[src/pos_irq_pkg.sv]
// constants for the position decoder interrupt enable block
// assumes a 32-bit avalon-mm slave port with byte addresses
package pos_irq_pkg;

    localparam int NUM_SRC = 6;

    // register indices, byte address is four times the index
    localparam logic [7:0] IDX_ENABLE_CLEAR_VIEW = 8'h08;
    localparam logic [7:0] IDX_ENABLE_SET = 8'h09;
    localparam logic [7:0] IDX_STATUS = 8'h0A;
    localparam logic [7:0] IDX_STATUS_CLEAR = 8'h0B;
    localparam logic [7:0] IDX_MODE = 8'h0C;

    // bit positions shared by enables, status and clear
    localparam int BIT_OVERFLOW = 0;
    localparam int BIT_ERROR = 1;
    localparam int BIT_DIRECTION = 2;
    localparam int BIT_VELOCITY = 3;
    localparam int BIT_MATCH0 = 4;
    localparam int BIT_MATCH1 = 5;

    // mode field
    localparam int MODE_LSB = 0;
    localparam int MODE_WIDTH = 2;
    localparam logic [1:0] MODE_QUADRATURE = 2'h0;
    localparam logic [1:0] MODE_HALL = 2'h1;
    localparam logic [1:0] MODE_COUNTER = 2'h2;

    // reset values
    localparam logic [7:0] RST_ENABLE = 8'h00;
    localparam logic [7:0] RST_STATUS = 8'h00;
    localparam logic [1:0] RST_MODE = 2'h0;

    // sources that are ignored in plain counting mode
    localparam logic [NUM_SRC-1:0] MASK_MOTION = 6'h0C;

endpackage : pos_irq_pkg

[src/pos_irq_enable.sv]
// interrupt enable set/clear registers, status flags and irq of the position decoder
// assumes an avalon-mm master on core_clk; event pulses and write guard are synchronous
//
// Our own choice: the Avalon-MM interface to the registers.
module pos_irq_enable #(
    parameter int ADDR_WIDTH = 8
) (
    input wire logic core_clk,
    input wire logic arst_n,
    input wire logic [ADDR_WIDTH-1:0] avs_address,
    input wire logic avs_read,
    input wire logic avs_write,
    input wire logic [31:0] avs_writedata,
    input wire logic [3:0] avs_byteenable,
    output logic [31:0] avs_readdata,
    output logic avs_waitrequest,
    input wire logic overflow_event,
    input wire logic error_event,
    input wire logic direction_event,
    input wire logic velocity_event,
    input wire logic match0_event,
    input wire logic match1_event,
    input wire logic peripheral_write_guard,
    output logic [1:0] operating_mode,
    output logic [5:0] effective_irq_en,
    output logic irq
);

    localparam int N = pos_irq_pkg::NUM_SRC;

    // bus handshake state
    logic wait_ff;
    logic nxt_wait;
    logic [31:0] rdata_ff;
    logic [31:0] nxt_rdata;

    // decoded access
    logic [ADDR_WIDTH-3:0] word_idx;
    logic hit_set;
    logic hit_clear;
    logic hit_status;
    logic hit_status_clear;
    logic hit_mode;
    logic wr_commit;
    logic wr_allowed;
    logic lane0;

    // enables, flags and mode
    logic [N-1:0] en_set_mask;
    logic [N-1:0] en_clear_mask;
    logic [N-1:0] en_bits;
    logic [N-1:0] st_clear_mask;
    logic [N-1:0] st_flags;
    logic [N-1:0] events;
    logic [1:0] mode_ff;
    logic [1:0] nxt_mode;
    logic [N-1:0] eff_en_ff;
    logic [N-1:0] nxt_eff_en;
    logic irq_ff;
    logic nxt_irq;

    assign word_idx = avs_address[ADDR_WIDTH-1:2];
    assign hit_set = (word_idx == pos_irq_pkg::IDX_ENABLE_SET[ADDR_WIDTH-3:0]);
    assign hit_clear = (word_idx == pos_irq_pkg::IDX_ENABLE_CLEAR_VIEW[ADDR_WIDTH-3:0]);
    assign hit_status = (word_idx == pos_irq_pkg::IDX_STATUS[ADDR_WIDTH-3:0]);
    assign hit_status_clear = (word_idx == pos_irq_pkg::IDX_STATUS_CLEAR[ADDR_WIDTH-3:0]);
    assign hit_mode = (word_idx == pos_irq_pkg::IDX_MODE[ADDR_WIDTH-3:0]);

    // a write lands only on the edge where waitrequest is low
    assign wr_commit = avs_write && !wait_ff;
    assign lane0 = avs_byteenable[0];
    // protected registers ignore writes while the guard is up
    assign wr_allowed = wr_commit && lane0 && !peripheral_write_guard;

    assign events[pos_irq_pkg::BIT_OVERFLOW] = overflow_event;
    assign events[pos_irq_pkg::BIT_ERROR] = error_event;
    assign events[pos_irq_pkg::BIT_DIRECTION] = direction_event;
    assign events[pos_irq_pkg::BIT_VELOCITY] = velocity_event;
    assign events[pos_irq_pkg::BIT_MATCH0] = match0_event;
    assign events[pos_irq_pkg::BIT_MATCH1] = match1_event;

    // write-one masks; a zero bit in write data selects nothing
    always_comb begin
        en_set_mask = '0;
        en_clear_mask = '0;
        st_clear_mask = '0;
        if (wr_allowed && hit_set) begin
            en_set_mask = avs_writedata[N-1:0];
        end
        if (wr_allowed && hit_clear) begin
            en_clear_mask = avs_writedata[N-1:0];
        end
        // status clear is not guarded so handlers can always acknowledge
        if (wr_commit && lane0 && hit_status_clear) begin
            st_clear_mask = avs_writedata[N-1:0];
        end
    end

    // one bank holds the enables seen through both set and clear views
    set_clear_bank #(
        .WIDTH(N),
        .RESET_VALUE(pos_irq_pkg::RST_ENABLE[N-1:0])
    ) u_enables (
        .core_clk(core_clk),
        .arst_n(arst_n),
        .set_mask(en_set_mask),
        .clear_mask(en_clear_mask),
        .bits(en_bits)
    );

    sticky_flags #(
        .WIDTH(N),
        .RESET_VALUE(pos_irq_pkg::RST_STATUS[N-1:0])
    ) u_status (
        .core_clk(core_clk),
        .arst_n(arst_n),
        .event_pulse(events),
        .clear_mask(st_clear_mask),
        .flags(st_flags)
    );

    // mode register
    always_comb begin
        nxt_mode = mode_ff;
        if (wr_allowed && hit_mode) begin
            nxt_mode = avs_writedata[pos_irq_pkg::MODE_LSB +: pos_irq_pkg::MODE_WIDTH];
        end
    end

    always_ff @(posedge core_clk or negedge arst_n) begin
        if (!arst_n) begin
            mode_ff <= pos_irq_pkg::RST_MODE;
        end else begin
            mode_ff <= nxt_mode;
        end
    end

    // effective enables and the level interrupt
    always_comb begin
        nxt_eff_en = en_bits;
        if (mode_ff == pos_irq_pkg::MODE_COUNTER) begin
            nxt_eff_en = en_bits & ~pos_irq_pkg::MASK_MOTION;
        end
        nxt_irq = |(st_flags & nxt_eff_en);
    end

    always_ff @(posedge core_clk or negedge arst_n) begin
        if (!arst_n) begin
            eff_en_ff <= '0;
            irq_ff <= 1'b0;
        end else begin
            eff_en_ff <= nxt_eff_en;
            irq_ff <= nxt_irq;
        end
    end

    // bus answer: one wait cycle, then read data and waitrequest low together
    always_comb begin
        nxt_wait = 1'b1;
        nxt_rdata = rdata_ff;
        if ((avs_read || avs_write) && wait_ff) begin
            nxt_wait = 1'b0;
            nxt_rdata = '0;
            if (avs_read) begin
                if (hit_set || hit_clear) begin
                    nxt_rdata[N-1:0] = en_bits;
                end else if (hit_status) begin
                    nxt_rdata[N-1:0] = st_flags;
                end else if (hit_mode) begin
                    nxt_rdata[pos_irq_pkg::MODE_LSB +: pos_irq_pkg::MODE_WIDTH] = mode_ff;
                end
            end
        end
    end

    always_ff @(posedge core_clk or negedge arst_n) begin
        if (!arst_n) begin
            wait_ff <= 1'b1;
            rdata_ff <= '0;
        end else begin
            wait_ff <= nxt_wait;
            rdata_ff <= nxt_rdata;
        end
    end

    assign avs_waitrequest = wait_ff;
    assign avs_readdata = rdata_ff;
    assign operating_mode = mode_ff;
    assign effective_irq_en = eff_en_ff;
    assign irq = irq_ff;

endmodule : pos_irq_enable

[src/set_clear_bank.sv]
// bank of enable bits changed only by write-one-to-set and write-one-to-clear masks
// assumes both masks are single-cycle strobes from the same clock domain
module set_clear_bank #(
    parameter int WIDTH = 6,
    parameter logic [WIDTH-1:0] RESET_VALUE = '0
) (
    input wire logic core_clk,
    input wire logic arst_n,
    input wire logic [WIDTH-1:0] set_mask,
    input wire logic [WIDTH-1:0] clear_mask,
    output logic [WIDTH-1:0] bits
);

    logic [WIDTH-1:0] bits_ff;
    logic [WIDTH-1:0] nxt_bits;

    // zeros in either mask leave the bit alone; set beats clear
    always_comb begin
        nxt_bits = (bits_ff & ~clear_mask) | set_mask;
    end

    always_ff @(posedge core_clk or negedge arst_n) begin
        if (!arst_n) begin
            bits_ff <= RESET_VALUE;
        end else begin
            bits_ff <= nxt_bits;
        end
    end

    assign bits = bits_ff;

endmodule : set_clear_bank

[src/sticky_flags.sv]
// sticky event flags: hardware pulses set, software mask clears
// assumes event pulses come from logic on the same clock
module sticky_flags #(
    parameter int WIDTH = 6,
    parameter logic [WIDTH-1:0] RESET_VALUE = '0
) (
    input wire logic core_clk,
    input wire logic arst_n,
    input wire logic [WIDTH-1:0] event_pulse,
    input wire logic [WIDTH-1:0] clear_mask,
    output logic [WIDTH-1:0] flags
);

    logic [WIDTH-1:0] flags_ff;
    logic [WIDTH-1:0] nxt_flags;

    // an event in the clearing cycle is kept
    always_comb begin
        nxt_flags = (flags_ff & ~clear_mask) | event_pulse;
    end

    always_ff @(posedge core_clk or negedge arst_n) begin
        if (!arst_n) begin
            flags_ff <= RESET_VALUE;
        end else begin
            flags_ff <= nxt_flags;
        end
    end

    assign flags = flags_ff;

endmodule : sticky_flags
[config.mk]
export PLATFORM = sky130hd
export DESIGN_NAME = pos_irq_enable
export DESIGN_NICKNAME = d
export VERILOG_FILES = /design/src/pos_irq_pkg.sv /design/src/pos_irq_enable.sv /design/src/set_clear_bank.sv /design/src/sticky_flags.sv
export SDC_FILE = /design/constraint.sdc
export NUM_CORES = 1
export LEC_CHECK = 0
export ABC_AREA = 0
export BUFFER_PORTS_ARGS = -buffer_cell sky130_fd_sc_hd__buf_2
export CORE_MARGIN = 4
export CORE_UTILIZATION = 42
export CTS_CLUSTER_SIZE = 30
export DETAILED_ROUTE_END_ITERATION = 6
export PLACE_DENSITY_LB_ADDON = 0.15
export REMOVE_ABC_BUFFERS = 1
export SYNTH_ARGS = -nofsm -noshare
export SYNTH_HDL_FRONTEND = slang
export SYNTH_HIERARCHICAL = 1
export SYNTH_SLANG_ARGS = --single-unit
[constraint.sdc]
create_clock -name core_clk -period 1.5 [get_ports core_clk]
set_input_delay 0.3 -clock core_clk [delete_from_list [all_inputs] [get_ports core_clk]]
set_output_delay 0.3 -clock core_clk [all_outputs]
set_load 0.03 [all_outputs]
### Word-level counts from Yosys, hierarchy flattened

Index checks and enable logic that the tools add are counted.

* register bits: 28
* input bits: 55
* output and inout bits: 42

* equality and inequality tests: 6
* mux-type cells: 10
* bitwise logic cells: 7
* reduce and logical (&&, ||, !) cells: 13

Operator list (count)
* == test 6 x 4 -> 1 bit (second input constant): 5
* 2-to-1 mux 6 bit: 5
* AND 6 bit: 3
* inverter 6 bit: 2
* bitwise OR 6 bit: 2
* logical AND 1 bit: 8
* 2-to-1 mux 4 bit: 2
* OR reduction 6 bit: 1
* 2-to-1 mux 2 bit: 2
* == test 2 bit (second input constant): 1
* zero test 1 bit: 2
* logical OR 1 bit: 2
* 2-to-1 mux 1 bit: 1

### Longest topological paths before layout

* depth in word-level cells: 9
* gate-level depth with buffers: 6

### Modules after synthesis

The synthesis kept the hierarchy.

By module, submodules not included
* pos_irq_enable: times used 1, cells an instance 109, area each 1044.8 um2, seq. area each 401.6 um2
* set_clear_bank: times used 1, cells an instance 18, area each 217.7 um2, seq. area each 150.1 um2
* sticky_flags: times used 1, cells an instance 18, area each 217.7 um2, seq. area each 150.1 um2

### Least setup slack after synthesis

No wires, ideal clock.

* path kind: register to register
* from: register wait_ff, in the netlist avs_waitrequest
* to: register mode_ff[0], in the netlist operating_mode[0]
* setup time: 125 ps
* data arrival time: 1383 ps
* required time: 1375 ps
* setup slack: -7 ps
* cell stages (with the launch flop): 5
* buffers on the path: 0
* clock period less this slack: 1507 ps
* cell sequence: dfstp_2 nor2b_1 and3_1 nand3_1 mux2_2

* longest elaborated chain between the ends: 5

Ends and longest elaborated chain
* start: declaration: line pos_irq_enable.sv:32 `logic wait_ff;`
* start signal: assignment: line pos_irq_enable.sv:181 `wait_ff <= nxt_wait;`
* zero test 1 bit: line pos_irq_enable.sv:70 `assign wr_commit = avs_write && !wait_ff;`
* logical AND 1 bit: line pos_irq_enable.sv:70
* logical AND 1 bit (2 in a row): line pos_irq_enable.sv:73 `assign wr_allowed = wr_commit && lane0 && !peripheral_write_guard;`
* logical AND 1 bit: line pos_irq_enable.sv:125 `if (wr_allowed && hit_mode) begin`
* end signal: assignment: line pos_irq_enable.sv:132 `mode_ff <= pos_irq_pkg::RST_MODE;`
* end signal: assignment: line pos_irq_enable.sv:134 `mode_ff <= nxt_mode;`
* end: declaration: line pos_irq_enable.sv:55 `logic [1:0] mode_ff;`

Every way passes these cells.
A chain may end at the register's enable or synchronous reset.

### Worst setup path in the final report

* from: register wait_ff, in the netlist avs_waitrequest
* to: output avs_waitrequest

RTL lines
* end: declaration: line pos_irq_enable.sv:16 `output logic avs_waitrequest,`

No word-level cell between the ends.

==> summary.md <==
| Metric | Value |
|---|---|
| Number of library cell types mapped by synthesis | 27 |
| Kind of critical path | reg -> out |
| Critical Path AT | around 1.1 ns |
| Nets | about 250 |
| FF+latch area | 702 sq um |
| Detailed Place HPWL | 2.37 mm |
| DRT iter0 DRCs | between 70 and 80 |
| # rows | 21 |
| Initial DRT Pass Iterations | 4 |
| Startpoint Class | flip-flop |
| Worst path bufs/invs | 2 |
| Peak VDD IR | 0.000394 V |
| First-pass GRT wire length | between 4 and 5 mm |
| Post-route DRC | 0 |
| Post-route clock skew | approximately 0.0017 ns |
| Clk pin slew, worst setup/hold paths | 0.15 ns |
| CP Capture Type | output pin |
| Ports | 97 |
| Diodes inserted | 0 |
| CTS Sinks | 28 |
| Die Span X | 67.4 microns |
| Final wirelength | 3.00 mm |
| Hold slack | 0.132 ns |
| Die Y | 67.4 microns |
| Mapped cell area | 1480 sq um |
| Post-route ant nets | 0 |
| Gate Count Post-Synth | 145 |
| Cell area power density | 879 nW/um^2 |
| Critical path's largest stage delay | 0.57 ns |
| RSZ-0062 raised after global routing | true |
| Core area | 3360 sq um |
| Final min period | about 1.4 ns |
| Routed len/inst | ~12 microns |
| Synthesis Warnings | 6 |
| Hold Crit Class | in -> reg |
| Dpl cells | 237 |
| Sequential area share after synthesis | 47.4% |
| H-tree Lvls | 1 |
| Area of the multi-input gates | 637 sq um |
| Via count | 1105 |
| Max FO, Critical Path | 4 |
| Design Area, Final | between 1500 and 2000 sq um |
| Leak Pwr | between 0.9 and 1 nW |
| Initial antenna violation count | 0 |
| I/O Buffers | 39 |
| Crit-path slowest cell | dfstp_2 |
| Global-route usage over all layers | 13.8% |
| Count of final hold-check violations | 0 |
| Required @ worst endpoint | roughly 1.2 ns |
| Run status | completed |
| DP Area | 1690 sq um |
| Total power | 1.56 mW |
| Cell family with the largest share of critical-path delay | flip-flops |
| Tcrit/Tclk final | 96.1% |
| Layout area overhead | 19.5% |
| Via density | 4.57 |
| CTS Buffer Depth | 2 |
| Total grt overflow | 0 |
| Die area | between 4000 and 5000 sq um |
| Layout cell share with drive strength beyond 1 | 33.7% |
| # fillers | 334 |
| Finished Layout Cells | 242 |
| Fmax | between 0.6 and 0.7 GHz |
| CTS Buf Count | 3 |
| Largest net degree at the start of global routing | 29 |
| Latest clock arrival within the worst-skew pair | 0.33 ns |
| RePlAce Congestion | 0.713 |
| Starting Density | 44.0% |
| Reported max-cap violation count | 0 |
| Root Buffer | clkbuf_4 |
| Seq cells post-synth | 28 |
| TritonCTS clock tree | built |
| Number of global-route vias before repair | 1028 |
| Relative slew slack | 58.3% |
| Final max-slew violation count | 0 |
| Setup Viol. Count Final | 0 |
| Crit path cell chain | buf_4 -> buf_6 |
| Synth Area per Inst | approximately 10 sq um |
| Slew @ Worst Pin | roughly 0.63 ns |
[synth_stat cells, drive strengths merged]
library cell  count  area (sq um)
a22oi             6          45.0
buf              26           195
dfrtp            27           676
nor2              3          13.8
nand2             7          26.3
dfstp             1          26.3
nand4             1          21.3
inv              13          48.8
mux2              2          22.5
and3              7          51.3
o31ai             2          15.0
conb              1          3.75
nand2b            3          18.8
nor3              4          31.3
o21ai             5          25.0
nor4b             1          23.8
a221o             1          10.0
a21oi             4          20.0
a21o             12          90.1
nor3b             1          7.51
nor2b             1          6.26
and2             14          87.6
nand3             3          15.0
[worst paths after layout]
kind | from | endpoint | slack (ns) | cells past startpoint
max | avs_waitrequest | avs_waitrequest | 0.06 | 2
min | match0_event | u_status/flags[4] | 0.13 | 2
max reg2reg | avs_waitrequest | operating_mode[1] | 0.07 | 4
min reg2reg | u_enables/bits[5] | effective_irq_en[5] | 0.46 | 0
max in group asynchronous | arst_n | u_status/flags[5] | 0.59 | 2
min in group asynchronous | arst_n | effective_irq_en[3] | 0.50 | 2
[sequential cells by signal, indices dropped and copies added (netlist names)]
signal and flops:
irq 1, operating_mode 2, effective_irq_en 6, avs_waitrequest 1, avs_readdata 6, u_enables/bits 6
u_status/flags 6
[layout make-up]
cell class / instances / share of cell area (%)
Clock inverter: 1 / 1.70
Multi-Input combinational cell: 103 / 36.0
Timing Repair Buffer: 48 / 15.3
Tap cell: 46 / 3.25
Clock buffer: 3 / 1.27
Sequential cell: 28 / 39.7
Inverter: 13 / 2.76
[metrics by stage]
step | TNS (ns) | utilization (%) | setup slack, ns
6_report | 0 | 52.6 | 0.0589
2_1_floorplan | -0.0149 | - | -0.00743
4_1_cts | 0 | 52.5 | 0.0116
3_5_place_dp | -1.47 | 50.3 | -0.226
5_1_grt | -0.0394 | 52.6 | -0.0185
3_3_place_gp | -1.22 | 50.3 | -0.194
[layer usage]
metal / vias to the layer above / share of wire (%) / wire (microns) / track usage [%]
li1: 537 / - / - / -
met1: 514 / 43 / 1280 / 18.6
met2: 52 / 47 / 1420 / 22.8
met3: 2 / 9.2 / 275 / 3.00
met4: 0 / 0.73 / 22 / 3.04
met5: - / 0 / 0 / 0
[repair_timing]
item / in CTS / in global routing
setup endpoints to repair: 13 / 8
cloned: 0 / 0
resized for setup: 3 / 2
endpoints found under the hold margin: 27 / 0
buffers inserted: 0 / 0
hold buffers: 1 / 0
[power breakdown]
group	internal [mW]	switching, mW	total [mW]
Combinational	0.0751	0.198	0.273
Clock	0.270	0.224	0.494
Sequential	0.777	0.0113	0.788
[placed cells by master (no fill, tap or decap), types with 2 or more instances in the layout]
cell type / count
a21o_1: 12
a21oi_1: 4
a22oi_1: 6
and2_1: 14
and3_2: 7
buf_2: 38
buf_4: 8
clkbuf_4: 3
conb_1: 26
dfrtp_1: 27
inv_1: 13
mux2_2: 2
nand2_1: 7
nand2b_1: 3
nand3_1: 3
nor2_1: 2
nor3_1: 3
o21ai_0: 4
o31ai_1: 2
[cells by family after synthesis]
logic type | synth area share [%]
and+or+nand+nor | 20.5
buffers and inverters | 16.5
AOI/OAI and AO/OA | 13.9
DFF | 47.4
muxes | 1.52
other | 0.253
Note: power is estimated with default switching activity, not from simulation.
